File: config.mk
export PLATFORM = sky130hd
export DESIGN_NAME = dmrs_top
export DESIGN_NICKNAME = d
export VERILOG_FILES = /design/src/design/dmrs_pkg.sv /design/src/design/dmrs_chan_req.sv /design/src/design/dmrs_top.sv
export SDC_FILE = /design/constraint.sdc
export NUM_CORES = 1
export LEC_CHECK = 0
export ABC_AREA = 1
export ABC_CLOCK_PERIOD_IN_PS = 1400
export BUFFER_PORTS_ARGS = -buffer_cell sky130_fd_sc_hd__buf_2
export CAP_MARGIN = 20
export CORE_MARGIN = 2
export CORE_UTILIZATION = 43
export CTS_BUF_LIST = sky130_fd_sc_hd__clkbuf_4
export DETAILED_ROUTE_END_ITERATION = 16
export GPL_TIMING_DRIVEN = 0
export PLACE_DENSITY = 0.87
export SYNTH_ARGS = -nofsm -noshare
export SYNTH_HDL_FRONTEND = slang
export SYNTH_SLANG_ARGS = --single-unit
File: constraint.sdc
create_clock -name clock_i -period 1.4 [get_ports clock_i]
set_input_delay 0.14 -clock clock_i [delete_from_list [all_inputs] [get_ports clock_i]]
set_output_delay 0.14 -clock clock_i [all_outputs]
set_load 0.1 [all_outputs]
File: src/design/dmrs_pkg.sv
package dmrs_pkg;

   // channel count and bus geometry
   localparam int NUM_CH = 10;
   localparam int ADDR_W = 8;
   localparam int DATA_W = 32;

   // register map, byte addresses
   localparam logic [7:0] CTRL_BASE = 8'h00;
   localparam logic [7:0] SWREQ_BASE = 8'h40;
   localparam logic [7:0] PEND_ADDR = 8'h80;
   localparam logic [1:0] REGION_CTRL = 2'h0;
   localparam logic [1:0] REGION_SWREQ = 2'h1;
   localparam logic [1:0] REGION_STAT = 2'h2;

   // control register fields
   localparam int EN_BIT = 0;
   localparam int SEL_LSB = 2;
   localparam int SEL_W = 2;
   localparam logic SEL_RST = 1'b0;
   localparam logic [1:0] SEL_RST_VAL = 2'h0;
   localparam logic EN_RST_VAL = 1'b0;
   localparam logic [31:0] UNMAPPED_DATA = 32'h0000_0000;

   // selector codes, common to every channel
   localparam logic [1:0] SEL_CODE_0 = 2'h0;
   localparam logic [1:0] SEL_CODE_1 = 2'h1;
   localparam logic [1:0] SEL_CODE_2 = 2'h2;
   localparam logic [1:0] SEL_CODE_3 = 2'h3;

   // bus slave states
   typedef enum logic [1:0]
   {
      BUS_IDLE = 2'b01,
      BUS_ACK = 2'b10
   } dmrs_bus_e;

endpackage

File: src/design/dmrs_chan_req.sv
`timescale 1ns/100ps
`default_nettype none

module dmrs_chan_req
(
   input wire logic clock_i,
   input wire logic reset_i,
   input wire logic enable_i,
   input wire logic [1:0] sel_i,
   input wire logic [3:0] src_i,
   input wire logic ack_i,
   output logic pending_o
);

   logic pend_ff;
   logic nxt_pend;
   logic hit;

   always_comb
   begin
      hit = src_i[sel_i];
      nxt_pend = pend_ff;
      if (!enable_i)
      begin
         // nothing is taken before the channel is enabled
         nxt_pend = 1'b0;
      end
      else if (hit)
      begin
         // a new event wins over a service in the same cycle
         nxt_pend = 1'b1;
      end
      else if (ack_i)
      begin
         nxt_pend = 1'b0;
      end
   end

   always_ff @(posedge clock_i or posedge reset_i)
   begin
      if (reset_i)
         pend_ff <= 1'b0;
      else
         pend_ff <= nxt_pend;
   end

   assign pending_o = pend_ff;
endmodule

`default_nettype wire

File: src/design/dmrs_top.sv
// The implementer's own choices: the register addresses and the Avalon-MM slave port.
`timescale 1ns/100ps
`default_nettype none

module dmrs_top
#(
   parameter int NUM_CH = dmrs_pkg::NUM_CH
)
(
   input wire logic clock_i,
   input wire logic reset_i,
   input wire logic [7:0] avs_address_i,
   input wire logic avs_read_i,
   input wire logic avs_write_i,
   input wire logic [31:0] avs_writedata_i,
   input wire logic [3:0] avs_byteenable_i,
   output logic [31:0] avs_readdata_o,
   output logic avs_waitrequest_o,
   input wire logic converter_unit_0_done_i,
   input wire logic timer_ch8_underflow_i,
   input wire logic [2:0] timer_in_bus_i,
   input wire logic [1:0] timer_out_bus_i,
   input wire logic [20:0] timer_input_i,
   input wire logic [3:0] sio_tx_empty_i,
   input wire logic [3:0] sio_rx_done_i,
   input wire logic [9:0] xfer_one_done_i,
   input wire logic [9:0] xfer_count_underflow_i,
   input wire logic [9:0] service_ack_i,
   output logic [9:0] dma_request_o,
   output logic [9:0] transfer_enable_o
);

   if (NUM_CH != 10)
   begin : g_bad_ch
      $error("source table is fixed at ten channels");
   end

   dmrs_pkg::dmrs_bus_e state_ff;
   dmrs_pkg::dmrs_bus_e nxt_state;
   logic [31:0] rdata_ff;
   logic [31:0] nxt_rdata;
   logic [1:0] sel_ff [NUM_CH];
   logic [1:0] nxt_sel [NUM_CH];
   logic [NUM_CH-1:0] en_ff;
   logic [NUM_CH-1:0] nxt_en;
   logic [NUM_CH-1:0] sw_pulse;
   logic [NUM_CH-1:0] pending;
   logic [3:0] src [NUM_CH];
   logic access;
   logic take;
   logic [1:0] region;
   logic [3:0] index;
   logic index_ok;

   // bus slave: one wait cycle, answer on the second edge
   assign access = avs_read_i || avs_write_i;
   assign take = access && (state_ff == dmrs_pkg::BUS_ACK);
   assign avs_waitrequest_o = access && (state_ff == dmrs_pkg::BUS_IDLE);
   assign region = avs_address_i[7:6];
   assign index = avs_address_i[5:2];
   assign index_ok = (index < 4'(NUM_CH));

   always_comb
   begin
      nxt_state = state_ff;
      unique case (state_ff)
         dmrs_pkg::BUS_IDLE:
         begin
            if (access)
               nxt_state = dmrs_pkg::BUS_ACK;
         end
         dmrs_pkg::BUS_ACK:
         begin
            nxt_state = dmrs_pkg::BUS_IDLE;
         end
         default:
         begin
            nxt_state = dmrs_pkg::BUS_IDLE;
         end
      endcase
   end

   always_comb
   begin
      nxt_rdata = rdata_ff;
      if (avs_read_i && state_ff == dmrs_pkg::BUS_IDLE)
      begin
         nxt_rdata = dmrs_pkg::UNMAPPED_DATA;
         if (region == dmrs_pkg::REGION_CTRL && index_ok)
         begin
            nxt_rdata[dmrs_pkg::SEL_LSB +: dmrs_pkg::SEL_W] = sel_ff[index];
            nxt_rdata[dmrs_pkg::EN_BIT] = en_ff[index];
         end
         else if (avs_address_i == dmrs_pkg::PEND_ADDR)
         begin
            nxt_rdata[NUM_CH-1:0] = pending;
         end
      end
   end

   always_ff @(posedge clock_i or posedge reset_i)
   begin
      if (reset_i)
      begin
         state_ff <= dmrs_pkg::BUS_IDLE;
         rdata_ff <= dmrs_pkg::UNMAPPED_DATA;
      end
      else
      begin
         state_ff <= nxt_state;
         rdata_ff <= nxt_rdata;
      end
   end

   assign avs_readdata_o = rdata_ff;

   // control registers and software request strobes
   always_comb
   begin
      for (int i = 0; i < NUM_CH; i++)
      begin
         nxt_sel[i] = sel_ff[i];
         nxt_en[i] = en_ff[i];
         sw_pulse[i] = 1'b0;
         if (take && avs_write_i && index == 4'(i))
         begin
            if (region == dmrs_pkg::REGION_CTRL && avs_byteenable_i[0])
            begin
               nxt_sel[i] = avs_writedata_i[dmrs_pkg::SEL_LSB +:
                                            dmrs_pkg::SEL_W];
               nxt_en[i] = avs_writedata_i[dmrs_pkg::EN_BIT];
            end
            // any data value starts the channel
            if (region == dmrs_pkg::REGION_SWREQ)
               sw_pulse[i] = 1'b1;
         end
      end
   end

   always_ff @(posedge clock_i or posedge reset_i)
   begin
      if (reset_i)
      begin
         for (int i = 0; i < NUM_CH; i++)
            sel_ff[i] <= dmrs_pkg::SEL_RST_VAL;
         en_ff <= {NUM_CH{dmrs_pkg::EN_RST_VAL}};
      end
      else
      begin
         for (int i = 0; i < NUM_CH; i++)
            sel_ff[i] <= nxt_sel[i];
         en_ff <= nxt_en;
      end
   end

   assign transfer_enable_o = en_ff;

   // source table, bit n answers selector code n
   always_comb
   begin
      src[0] = {timer_in_bus_i[2], timer_ch8_underflow_i,
                converter_unit_0_done_i,
                sw_pulse[0] || xfer_one_done_i[2]};
      src[1] = {xfer_one_done_i[0], timer_input_i[13], timer_out_bus_i[0],
                sw_pulse[1]};
      src[2] = {xfer_one_done_i[1], timer_input_i[18], timer_out_bus_i[1],
                sw_pulse[2]};
      src[3] = {timer_input_i[0], sio_rx_done_i[1], sio_tx_empty_i[0],
                sw_pulse[3]};
      src[4] = {timer_input_i[19], sio_rx_done_i[0], xfer_one_done_i[3],
                sw_pulse[4]};
      // all-done cascade taken from the count underflow
      src[5] = {timer_input_i[20], sio_rx_done_i[2],
                xfer_count_underflow_i[0],
                sw_pulse[5] || xfer_one_done_i[7]};
      src[6] = {xfer_one_done_i[5], timer_input_i[1], sio_tx_empty_i[1],
                sw_pulse[6]};
      src[7] = {xfer_one_done_i[6], timer_input_i[2], sio_tx_empty_i[2],
                sw_pulse[7]};
      src[8] = {timer_input_i[7], sio_rx_done_i[3], timer_in_bus_i[0],
                sw_pulse[8]};
      src[9] = {xfer_one_done_i[8], timer_input_i[8], sio_tx_empty_i[3],
                sw_pulse[9]};
   end

   for (genvar g = 0; g < NUM_CH; g++)
   begin : g_ch
      dmrs_chan_req u_req
      (
         .clock_i (clock_i),
         .reset_i (reset_i),
         .enable_i (en_ff[g]),
         .sel_i (sel_ff[g]),
         .src_i (src[g]),
         .ack_i (service_ack_i[g]),
         .pending_o (pending[g])
      );
   end

   // request shown only while enabled
   assign dma_request_o = pending & en_ff;
endmodule

`default_nettype wire

# ---- After elaboration in Yosys (flattened, before gate mapping)
# Index checks and enable logic that the tools add are counted.
dict set report word_totals {
  regBits 52
  word_cells 175
}
dict set report classes {
  n_bitwise 2
  mux 73
  order_cmp 13
  n_reduce_logical 31
  eq_ne 24
}
# cell n
set ops {}
lappend ops {{1-bit 2-to-1 mux} 54}
lappend ops {{2-bit by 3-bit < comparator with 1-bit output, second input constant} 10}
lappend ops {{3-bit by 2-bit != test with 1-bit output, second input constant} 10}
lappend ops {{1-bit binary-select mux with 2-bit select} 10}
lappend ops {{2-bit AND reduction} 10}
lappend ops {{4-bit by 3-bit equality test with 1-bit output, second input constant} 4}
lappend ops {{1-bit logical AND} 16}
lappend ops {{10-bit bitwise AND} 1}
lappend ops {{10-bit 2-to-1 mux} 1}
lappend ops {{2-bit 2-to-1 mux} 5}
lappend ops {{2-bit binary-select mux with 4-bit select} 1}
lappend ops {{4-bit by 2-bit equality test with 1-bit output, second input constant} 2}
lappend ops {{4-bit equality test, second input constant} 2}
lappend ops {{8-bit equality test, second input constant} 1}
lappend ops {{6-bit 2-to-1 mux} 1}
lappend ops {{5-bit >= comparator, second input constant} 1}
lappend ops {{4-bit by 5-bit < comparator with 1-bit output, second input constant} 1}
lappend ops {{4-bit inverter with 5-bit output} 1}
lappend ops {{1-bit binary-select mux with 4-bit select} 1}
lappend ops {{2-bit by 1-bit equality test with 1-bit output, second input constant} 2}
lappend ops {{4-bit by 1-bit equality test with 1-bit output, second input constant} 1}
lappend ops {{4-bit zero test} 1}
lappend ops {{4-bit < comparator, second input constant} 1}
lappend ops {{1-bit logical OR} 3}
lappend ops {{other kinds (3)} 3}

# ---- Depth between registers and ports, before layout
# Gate-level depths: netlist (run 1).
dict set report logic_depth {
  ltp_word 10
  mapped_depth 11
}

# ---- Cells and area by module
# From an unflattened synthesis (run 1), not the netlist that was laid out.
dict set report unflattened {
  cells_unflattened 530
  hier_area_um2 3632.2
}
# module n_inst seq_area_each_um2 area_each_um2 cells_each
set by_module_without_submodules {}
lappend by_module_without_submodules {dmrs_top 1 1052.3 2506.2 340}
lappend by_module_without_submodules {dmrs_chan_req 10 25.0 112.6 19}

# ---- Worst setup path before layout (run 1)
# No wires, ideal clock.
dict set report synth_path {
  path_type {register to output}
  startpoint {register state_ff[0]}
  endpoint {output avs_waitrequest_o}
  path_buffers 0
  stages_incl_launch_ff 5
  arrival_ns 1.419
  required_ns 1.260
  slack_ns -0.159
  cell_sequence {dfstp_2 > inv_1 > nor2_1 > o21ai_0 > inv_1}
}
dict set report synth_via {
  elab_chain_len 2
}
# item line_no
set synth_rtl {}
lappend synth_rtl {{from (decl)} dmrs_top.sv:38} ;# dmrs_pkg::dmrs_bus_e state_ff;
lappend synth_rtl {{from (signal assigned)} dmrs_top.sv:105} ;# state_ff <= dmrs_pkg::BUS_IDLE;
lappend synth_rtl {{from (signal assigned)} dmrs_top.sv:110} ;# state_ff <= nxt_state;
lappend synth_rtl {{2-bit by 1-bit equality test with 1-bit output} dmrs_top.sv:58} ;# assign avs_waitrequest_o = access && (state_ff == dmrs_pkg::BUS_IDLE);
lappend synth_rtl {{1-bit logical AND} dmrs_top.sv:58}
lappend synth_rtl {{to (decl)} dmrs_top.sv:18} ;# output logic avs_waitrequest_o,
# Every way passes these cells.

# ---- Worst setup path in the final report (run 1)
# Same ends and word-level chain as after synthesis.

==> impl_results.md, run 1 <==
- Via/cell ratio: between 4 and 5
- Combined area of the multi-input logic cells: 0.00163 mm^2
- Worst Clk Skew: ~0.0025 ns
- Netlist cell types: 29
- TritonCTS clock tree: yes
- RSZ-0062 raised after global routing: true
- Highest Signal Layer: met4
- Yosys reg bits: between 50 and 60
- Period utilization: 110%
- Detailed-placement wirelength estimate: approximately 6600 um
- Cell chain of the critical path: inv_2 > nor2_4 > o21ai_2 > inv_2 > buf_12
- Max FO, Critical Path: 2
- Worst path arrival time: around 1.4 ns
- Routability cong.: about 0.89
- Synthesis-to-finish area growth: 35.9%
- Most frequent CP cell: inv_2
- Root buffer cell: clkbuf_4
- CP peak stage delay: about 0.57 ns
- Clock network fraction of design power: 21.1%
- Remaining Overflow, GRT: 0
- Logic gate share of total power: 37.9%
- Failing checks: hold timing, setup timing
- Final cell count without fillers: about 690
- Antenna diodes: 0
- Crit end category: primary output
- TritonCTS Sinks: 52
- Reg area: approximately 0.0013 mm^2
- Longest Clk Path Bufs: 2
- Setup-failing EPs final: 1
- WHS: -0.00220 ns
- Die W: around 90 um
- Power Density: around 930 mW/mm^2
- Most common cell after layout, fill and taps aside: nand2_1
- Worst slew margin: about two fifths
- Core area: 0.00725 mm^2
- Global-route wire length before repair: ~15000 um
- DR WL/cell: between 10 and 15 um
- Reg power frac: about 41%
- Status: finished, violations left
- Worst setup margin: -0.135 ns
- Setup TNS: -0.135 ns
- Post-DRT Antenna Nets: 0
- MaxCap Viol Count: 0
- Mapped Cells: around 460
- Worst Hold Class: input port to register
- Syn avg cell area: between 7 and 8 um^2
- GRT Total Usage: ~22%
- Synthesis Warnings: 0
- Hold Fails Final Rpt: 1
- Largest net degree at the start of global routing: 28
- Maximum clock rate: between 600 and 700 MHz
- Synth async-reset ratio: 100%
- Clock transition at path regs: about 0.15 ns
- IO Count: 167
- Worst-margin pin slew: 0.904 ns
- Min Tclk post-route: 1.54 ns
- Inserted Clock Buffers: 5
- Crit-path slowest cell: dfstp_2
- Internal power: around 0.0024 W
- WL met2: roughly 4500 um
- Switching share of total power: between 40 and 50%
- P_sw: ~0.0017 W
- Peak supply drop: approximately 0.00040 V
- Drt first pass iters: 5
- Final routed DRC violation total: 0
- Synth Flop Type: dfrtp_1
- DP Cell Count: around 670
- EDFF count, synth: 0
- IO buf count: between 80 and 90
- Reg2Reg Depth: 8
- Startpoint types: register
- Req. time, crit path: ~1.3 ns
- Register area share after synthesis: 40.3%
- Die height: slightly above 90 um
- Final wirelength: 9170 um
- Fillers: between 600 and 700
- Final #Nets: just over 700
- DR WL met3: around 500 um
- Number of global-route vias before repair: 3142
- Ratio of cells with drive above 1 in the final layout: 33.3%
- Final Max Tran Viols: 0
- First-iteration detailed-routing DRC count: approximately 210
- Leakage: 2.41 nW
- Row Count: 31
- Initial Util: between 40% and 50%
- Met1 Wirelength: between 4000 and 5000 um
- Most frequent cells in the layout: nand2_1 (173), buf_2 (67), buf_4 (47), dfrtp_1 (47), inv_1 (32)
- Vias: 3333
- Die footprint: just over 0.008 mm^2
- Final core occ: approximately three fifths
- WS Path Type: register to primary output
- Clock latency on the worst-skew pair: approximately 0.38 ns
- Synth Cell Area: roughly 0.0032 mm^2
- Initial antenna violation count: 0
- Hold depth: 3
- H-tree Lvls: 2
power by group through the flow:
stage	combinational (W)	clock, W	sequential [W]
6_report	0.00155	0.000864	0.00168
5_1_grt	0.00164	0.000928	0.00169
4_1_cts	0.00148	0.000875	0.00168
3_5_place_dp	0.00128	0	0.00171
3_3_place_gp	0.00125	0	0.00170
2_1_floorplan	0.000821	0	0.00190
timing repair:
action / in CTS / in global routing
endpoints found under the setup margin: 39 / 47
buffers inserted: 4 / 6
hold endpoints to repair: 34 / 1
hold buffers: 9 / 1
gates resized for setup: 41 / 41
pin swaps: 2 / 4
cell type report:
cell class                 instances  area share [%]
clock buffer                       5           0.855
clock inverter                     3           0.969
sequential                        52            29.8
tap                               99            2.82
multi-input combinational        345            37.1
timing repair buffer             108            18.2
buffer                            37            6.36
inverter                          44            3.82
cells by family after synthesis:
| group | Yosys count | share of synthesized area, % |
|---|---|---|
| compound gates | 61 | 9.84 |
| simple gates | 262 | 36.2 |
| buf+inv | 81 | 13.5 |
| other cells | 1 | 0.116 |
| flops | 52 | 40.3 |
final timing paths:
check / start / endpoint / slack, ns
worst max-delay path: state_ff[0]$_DFFE_PP1P_ / avs_waitrequest_o / -0.14
worst min-delay path: service_ack_i[3] / g_ch[3].u_req.pending_o$_DFFE_PP0P_ / -0.002
worst max register to register: state_ff[0]$_DFFE_PP1P_ / avs_readdata_o[3]$_DFFE_PP0P_ / 0.01
worst min register to register: avs_readdata_o[7]$_DFFE_PP0P_ / avs_readdata_o[7]$_DFFE_PP0P_ / 0.49
max in group asynchronous: reset_i / state_ff[0]$_DFFE_PP1P_ / 0.43
min in group asynchronous: reset_i / g_ch[4].u_req.pending_o$_DFFE_PP0P_ / 0.36
critical path, delay by kind of cell (launching register included):
| kind | cells | cell delay [ns] |
|---|---|---|
| flip-flops | 1 | 0.57 |
| AND/OR/NAND/NOR | 1 | 0.08 |
| AO/OA/AOI/OAI | 1 | 0.07 |
| buffers and inverters | 3 | 0.30 |
layer usage:
| layer | up-vias | global-route usage (%) |
|---|---|---|
| li1 | 1656 | - |
| met1 | 1530 | 29.3 |
| met2 | 133 | 37.8 |
| met3 | 14 | 4.17 |
| met4 | 0 | 3.72 |
| met5 | - | 0 |
synth_stat cells, types with 4 or more instances:
cell	instances	area share [%]
inv_2	4	0.46
o21ai_0	5	0.77
nand3b_1	5	1.2
nand3_1	27	4.2
a21boi_0	4	0.93
o21ai_1	32	5.0
buf_4	34	7.9
nor2_2	5	0.97
nand2_1	180	21
inv_1	39	4.5
nor2_1	24	2.8
or2_2	8	1.5
dfrtp_1	51	40
a21oi_1	18	2.8
stage by stage:
stage / total power [W] / setup slack, ns / hold WS, ns / cell area (um^2)
after CTS: 0.00404 / -0.131 / 0.00493 / 4200
final: 0.00410 / -0.135 / -0.00220 / 4390
after global placement: 0.00295 / -0.544 / 0.329 / 3870
after floorplan: 0.00272 / 0.00378 / 0.231 / 3310
after global routing: 0.00427 / -0.198 / 0.00984 / 4390
after detailed placement: 0.00298 / -0.110 / 0.236 / 3890
registers in the layout, indices dropped and copies added, names as in the netlist:
signal	flops
avs_readdata_o	10
g_ch.u_req.pending_o	10
sel_ff	20
state_ff	2
transfer_enable_o	10
(Power assumes the default switching activity.)
==> inputs of run 2 (changes only) <==
CORE_UTILIZATION = 41   (was 43)
CTS_BUF_LIST = sky130_fd_sc_hd__clkbuf_16   (was sky130_fd_sc_hd__clkbuf_4)
PLACE_DENSITY = 0.83   (was 0.87)
==> run 2 against run 1 <==
Compared with the run above: the run ends with setup timing left; count of clock-buffer cells in the layout stayed put; critical path depth did not move; first-iteration DRC count down 16%; sequential share of layout area up 1.2 points; highest routed layer unchanged.
==> impl_results.md, run 2 (same netlist as run 1, synthesis figures left out) <==
- TritonCTS Sinks: 52 (unchanged)
- Period utilization: 101% (was 110%)
- IO buf count: 87 (unchanged)
- Worst-margin pin slew: 0.892 ns (was 0.904 ns)
- Final #Nets: 692 (was 707)
- Failing checks: setup timing (was hold timing, setup timing)
- Final routed DRC violation total: 0 (unchanged)
- Fillers: 767 (was 648)
- Vias: 3192 (was 3333)
- Most frequent CP cell: inv_2 (unchanged)
- Switching share of total power: 37.4% (was 40.9%)
- Routability cong.: 0.896 (was 0.892)
- Longest Clk Path Bufs: 2 (unchanged)
- Post-DRT Antenna Nets: 0 (unchanged)
- Worst setup margin: -0.0135 ns (was -0.135 ns)
- Worst path arrival time: 1.27 ns (was 1.40 ns)
- Core area: 0.00769 mm^2 (was 0.00725 mm^2)
- DR WL/cell: 12.7 um (was 13.2 um)
- Status: finished, violations left (unchanged)
- Reg area: 0.00130 mm^2 (was 0.00131 mm^2)
- Logic gate share of total power: 32.5% (was 37.9%)
- Number of global-route vias before repair: 3109 (was 3142)
- Final wirelength: 8620 um (was 9170 um)
- Crit end category: primary output (unchanged)
- Power Density: 1080 mW/mm^2 (was 933 mW/mm^2)
- TritonCTS clock tree: yes (unchanged)
- Peak supply drop: 0.000860 V (was 0.000396 V)
- WS Path Type: register to primary output (unchanged)
- Req. time, crit path: 1.26 ns (about the same)
- CP peak stage delay: 0.54 ns (was 0.57 ns)
- Crit-path slowest cell: dfstp_2 (unchanged)
- Final cell count without fillers: 681 (was 693)
- Leakage: 2.36 nW (was 2.41 nW)
- Row Count: 32 (was 31)
- Worst Clk Skew: 0.00512 ns (was 0.00250 ns)
- Initial Util: 42.0% (was 44.5%)
- Die height: 92.8 um (was 90.7 um)
- Die W: 92.8 um (was 90.7 um)
- Largest net degree at the start of global routing: 29 (was 28)
- Largest register FFs: 20 (unchanged)
- Clock network fraction of design power: 30.4% (was 21.1%)
- MaxCap Viol Count: 0 (unchanged)
- Combined area of the multi-input logic cells: 0.00160 mm^2 (was 0.00163 mm^2)
- Most frequent cells in the layout: nand2_1 (177), buf_2 (68), dfrtp_1 (51) (was nand2_1 (173), buf_2 (67), buf_4 (47), dfrtp_1 (47), inv_1 (32))
- Final Max Tran Viols: 0 (unchanged)
- Root buffer cell: clkbuf_16 (was clkbuf_4)
- Internal power: 0.00283 W (was 0.00242 W)
- Clock transition at path regs: 0.07 ns (was 0.15 ns)
- Worst Hold Class: input port to register (unchanged)
- Drt first pass iters: 4 (was 5)
- Synthesis-to-finish area growth: 29.9% (was 35.9%)
- Startpoint types: register (unchanged)
- Antenna diodes: 0 (unchanged)
- H-tree Lvls: 2 (unchanged)
- Reg power frac: 37.1% (was 41.0%)
- Max FO, Critical Path: 2 (unchanged)
- Initial antenna violation count: 0 (unchanged)
- Setup-failing EPs final: 1 (unchanged)
- Global-route wire length before repair: 14300 um (was 14700 um)
- RSZ-0062 raised after global routing: true (unchanged)
- Inserted Clock Buffers: 5 (unchanged)
- Die footprint: 0.00861 mm^2 (was 0.00822 mm^2)
- Remaining Overflow, GRT: 0 (unchanged)
- First-iteration detailed-routing DRC count: 175 (was 209)
- Hold Fails Final Rpt: 0 (was 1)
- Worst slew margin: 40.3% (was 39.5%)
- Worst Path Buf+Inv: 3 (unchanged)
- DP Cell Count: 668 (was 665)
- P_sw: 0.00169 W (was 0.00167 W)
- Clock latency on the worst-skew pair: 0.28 ns (was 0.38 ns)
- Most common cell after layout, fill and taps aside: nand2_1 (unchanged)
- Reg2Reg Setup Slack: 0.06 ns (was 0.01 ns)
- IO Count: 167 (unchanged)
- Ratio of cells with drive above 1 in the final layout: 31.1% (was 33.3%)
- Delay-heaviest family, CP: flip-flops (unchanged)
- Via/cell ratio: 4.69 (was 4.81)
- Biggest register: sel_ff (unchanged)
- Min Tclk post-route: 1.41 ns (was 1.54 ns)
- Cell chain of the critical path: inv_2 > nor2_4 > o21ai_2 > inv_2 > buf_12 (unchanged)
- Detailed-placement wirelength estimate: 6590 um (was 6600 um)
- Setup TNS: -0.0135 ns (was -0.135 ns)
- Maximum clock rate: 707 MHz (was 651 MHz)
- GRT Total Usage: 20.5% (was 22.0%)
==> run 2: cell count changes in the layout (fill, tap and decap cells not counted), sizes merged <==
cell,change
buf,-14
clkbuf,+8
dlygate4sd3,-9
==> run 2: routing by layer <==
layer | wire [um] | GRT usage, % | vias to the layer above
met4 | 56 | 4.29 | 0
met2 | 4050 | 33.9 | 114
li1 | - | - | 1630
met5 | 0 | 0 | -
met1 | 3960 | 28.5 | 1440
met3 | 559 | 3.25 | 8
==> run 2: worst register-to-register path, cell delays in order, from the launching register on <==
cell and delay, ns:
dfstp_2 0.54, buf_4 0.12, nor2_4 0.04, buf_4 0.17
nand3_2 0.08, nand2_1 0.06, nand2_1 0.06, nand2_1 0.06
nand2_1 0.06, nand2_1 0.05
==> run 2: power by group through the flow <==
stage	Clock (W)	Combinational, W	Sequential [W]
after floorplan	0	0.000821	0.00190
after global placement	0	0.00125	0.00170
after detailed placement	0	0.00128	0.00171
after CTS	0.00137	0.00139	0.00169
after global routing	0.00143	0.00157	0.00168
final	0.00137	0.00147	0.00168
==> run 2: path summary, 6_finish.rpt <==
check	start	to	cells after the start
hold / removal	service_ack_i[9]	g_ch[9].u_req.pending_o$_DFFE_PP0P_	2
hold reg to reg	avs_readdata_o[9]$_DFFE_PP0P_	avs_readdata_o[9]$_DFFE_PP0P_	2
setup / recovery	state_ff[0]$_DFFE_PP1P_	avs_waitrequest_o	5
setup reg to reg	state_ff[0]$_DFFE_PP1P_	g_ch[5].u_req.pending_o$_DFFE_PP0P_	9
max in group asynchronous	reset_i	state_ff[0]$_DFFE_PP1P_	4
min in group asynchronous	reset_i	g_ch[4].u_req.pending_o$_DFFE_PP0P_	3
==> run 2: layout make-up <==
class | instances | area share, %
Multi-Input combinational cell | 345 | 38.1
Sequential cell | 52 | 31.0
Timing Repair Buffer | 93 | 13.4
Buffer | 37 | 6.50
Inverter | 44 | 3.99
Tap cell | 102 | 3.04
Clock buffer | 5 | 2.98
Clock inverter | 3 | 1.01
==> run 2: through the flow <==
stage	hold WS, ns	utilization (%)	area [um^2]	worst slack (ns)	power [W]
finish	0.0317	54.6	4200	-0.0135	0.00452
global route	0.0453	54.6	4200	-0.0643	0.00468
CTS	0.0341	53.9	4140	-0.0474	0.00445
detailed placement	0.213	50.6	3890	-0.125	0.00299
global placement	0.330	50.4	3870	-0.572	0.00295
floorplan	0.231	-	3310	0.00378	0.00272
==> run 2: what timing repair did <==
| item | CTS | global route |
|---|---|---|
| pin swaps | 2 | 1 |
| setup endpoints to repair | 31 | 44 |
| endpoints found under the hold margin | 24 | 0 |
| resized for setup | 21 | 18 |
| buffers inserted | 2 | 2 |
| hold buffers | 1 | 0 |
==> inputs of run 3 (changes only) <==
CELL_PAD_IN_SITES_DETAIL_PLACEMENT = 1   (was default)
CELL_PAD_IN_SITES_GLOBAL_PLACEMENT = 1   (was default)
CORE_UTILIZATION = 28   (was 41)
PLACE_DENSITY = 0.84   (was 0.83)
REMOVE_ABC_BUFFERS = 1   (was default)
SLEW_MARGIN = 40   (was default)
==> run 3 against run 2 <==
Compared with the run above: the run still ends with setup timing left; clock skew down 0.0015 ns; via count down 0.47%; critical path depth unchanged; power down 4.7%.
==> impl_results.md, run 3 (same netlist as run 1, synthesis figures left out) <==
- Status: finished, violations left (unchanged)
- Failing checks: setup timing (unchanged)
- Via/cell ratio: 4.62 (was 4.69)
- Min Tclk post-route: 1.43 ns (was 1.41 ns)
- Power Density: 1080 mW/mm^2 (about the same)
- Root buffer cell: clkbuf_16 (unchanged)
- IO buf count: 88 (was 87)
- Die W: 111 um (was 92.8 um)
- Synthesis-to-finish area growth: 23.5% (was 29.9%)
- Number of global-route vias before repair: 3278 (was 3109)
- Pre-CTS setup slack: -0.361 ns (was -0.125 ns)
- Crit end category: primary output (unchanged)
- Worst setup margin: -0.0317 ns (was -0.0135 ns)
- TritonCTS Sinks: 52 (unchanged)
- Longest Clk Path Bufs: 2 (unchanged)
- Row Count: 39 (was 32)
- Max FO, Critical Path: 2 (unchanged)
- Largest register FFs: 20 (unchanged)
- Post-DRT Antenna Nets: 0 (unchanged)
- Maximum clock rate: 698 MHz (was 707 MHz)
- MaxCap Viol Count: 0 (unchanged)
- Setup-failing EPs final: 1 (unchanged)
- Worst path arrival time: 1.29 ns (was 1.27 ns)
- Met2 Track Usage GR: 30.0% (was 33.9%)
- WHS Endpoint: g_ch[9].u_req.pending_o$_DFFE_PP0P_ (unchanged)
- TritonCTS clock tree: yes (unchanged)
- Hold depth: 2 (unchanged)
- DR WL/cell: 14.5 um (was 12.7 um)
- Cell chain of the critical path: inv_2 > nor2_4 > o21ai_2 > inv_2 > buf_12 (unchanged)
- WHS: 0.0191 ns (was 0.0317 ns)
- Final wirelength: 9950 um (was 8620 um)
- Worst Clk Skew: 0.00359 ns (was 0.00512 ns)
- Antenna diodes: 0 (unchanged)
- Clock transition at path regs: 0.07 ns (about the same)
- Clock latency on the worst-skew pair: 0.29 ns (was 0.28 ns)
- Hold Fails Final Rpt: 0 (unchanged)
- IO Count: 167 (unchanged)
- Routability cong.: 0.834 (was 0.896)
- Period utilization: 102% (was 101%)
- H-tree Lvls: 2 (unchanged)
- CP peak stage delay: 0.54 ns (about the same)
- Core area: 0.0113 mm^2 (was 0.00769 mm^2)
- Biggest register: sel_ff (unchanged)
- Global-route wire length before repair: 16200 um (was 14300 um)
- Drt first pass iters: 4 (unchanged)
- Initial Util: 28.5% (was 42.0%)
- GRT Total Usage: 16.1% (was 20.5%)
- Detailed-placement wirelength estimate: 7550 um (was 6590 um)
- Setup TNS: -0.0317 ns (was -0.0135 ns)
- Peak supply drop: 0.000741 V (was 0.000860 V)
- Worst Hold Class: input port to register (unchanged)
- Crit-path slowest cell: dfstp_2 (unchanged)
- Die footprint: 0.0124 mm^2 (was 0.00861 mm^2)
- Initial antenna violation count: 0 (unchanged)
- Inserted Clock Buffers: 5 (unchanged)
- Final core occ: 35.2% (was 54.6%)
- Req. time, crit path: 1.26 ns (about the same)
- Design area: 0.00399 mm^2 (was 0.00420 mm^2)
- Vias: 3177 (was 3192)
- Most frequent cells in the layout: nand2_1 (173), buf_2 (77), dfrtp_1 (51) (was nand2_1 (177), buf_2 (68), dfrtp_1 (51))
- Reg2Reg Depth: 6 (was 9)
- Reg2Reg Setup Slack: 0.02 ns (was 0.06 ns)
- Most common cell after layout, fill and taps aside: nand2_1 (unchanged)
- Final Max Tran Viols: 0 (unchanged)
- Final routed DRC violation total: 0 (unchanged)
- Reg2reg start: state_ff[0]$_DFFE_PP1P_ (unchanged)
- RR Endpoint: avs_readdata_o[8]$_DFFE_PP0P_ (was g_ch[5].u_req.pending_o$_DFFE_PP0P_)
- Met3 Use GR: 2.50% (was 3.25%)
- Leakage: 2.18 nW (was 2.36 nW)
- Die height: 111 um (was 92.8 um)
- Startpoint types: register (unchanged)
- Hold Path Origin: service_ack_i[9] (unchanged)
- GRT busiest layer: met2 (unchanged)
- Remaining Overflow, GRT: 0 (unchanged)
- Worst-margin pin slew: 0.603 ns (was 0.892 ns)
- First-iteration detailed-routing DRC count: 117 (was 175)
- Ratio of cells with drive above 1 in the final layout: 27.8% (was 31.1%)
- Most frequent CP cell: inv_2 (unchanged)
- M1 GR Usage: 19.4% (was 28.5%)
- Final #Nets: 657 (was 692)
- WS Path Type: register to primary output (unchanged)
- Worst Path Buf+Inv: 3 (unchanged)
- Placed inst area: 0.00368 mm^2 (was 0.00389 mm^2)
- Delay-heaviest family, CP: flip-flops (unchanged)
- Largest net degree at the start of global routing: 28 (was 29)
- RSZ-0062 raised after global routing: true (unchanged)
- Worst slew margin: 59.8% (was 40.3%)
run 3: changes by cell type in the layout (fill, tap and decap cells not counted), moves of 3 or more:
cell	before	now
clkbuf_4	10	1
nand2_1	177	173
nor2_1	21	18
nand2_2	4	8
buf_2	68	77
buf_4	49	12
run 3: worst register-to-register path: stages (launching register included):
cell and delay (ns):
dfstp_2 0.54, inv_2 0.05, nor2_4 0.10, nand2_2 0.24, inv_4 0.20, nand3_1 0.09, nand2_1 0.10
run 3: timing repair:
| action | CTS | global route |
|---|---|---|
| setup endpoints to repair | 33 | 36 |
| gates cloned | 0 | 0 |
| hold buffers | 1 | 0 |
| buffers inserted | 5 | 0 |
| pin swaps | 2 | 6 |
| resized for setup | 23 | 18 |
| endpoints found under the hold margin | 24 | 0 |
run 3: how the worst max path moves through the flow:
stage	startpoint	endpoint	slack, ns	cells after the start
after floorplan	transfer_enable_o[9]$_DFFE_PP0P_	dma_request_o[9]	-0.47	2
after CTS	state_ff[0]$_DFFE_PP1P_	avs_waitrequest_o	-0.03	5
final	state_ff[0]$_DFFE_PP1P_	avs_waitrequest_o	-0.03	5
after global routing	state_ff[0]$_DFFE_PP1P_	avs_waitrequest_o	-0.09	5
after detailed placement	state_ff[0]$_DFFE_PP1P_	avs_readdata_o[8]$_DFFE_PP0P_	-0.36	6
after global placement	reset_i	sel_ff[12]$_DFFE_PP0P_	-0.66	2
run 3: metal layers:
metal  vias up  wire length (um)
li1       1560                 -
met1      1527              4260
met2        80              5170
met3        10               404
met4         0               117
met5         -                 0
run 3: final cells by class:
| type | instances | area, um^2 |
|---|---|---|
| clock buffer | 5 | 125 |
| clock inverter | 3 | 11.3 |
| fill | 1458 | 7330 |
| inverter | 44 | 173 |
| multi-input combinational | 345 | 1640 |
| sequential | 52 | 1300 |
| tap | 143 | 179 |
| timing repair buffer | 95 | 556 |
run 3: per-stage QoR:
step | instances | total power (W)
final | 687 | 0.00431
after detailed placement | 673 | 0.00294
after global routing | 687 | 0.00450
after global placement | 672 | 0.00290
after CTS | 687 | 0.00431
after floorplan | 441 | 0.00263
run 3: report_power, final:
part,switching [W],leakage [nW],internal (W)
sequential,0.0000787,0.718,0.00160
combinational,0.00111,1.39,0.000337
clock,0.000533,0.0738,0.000645
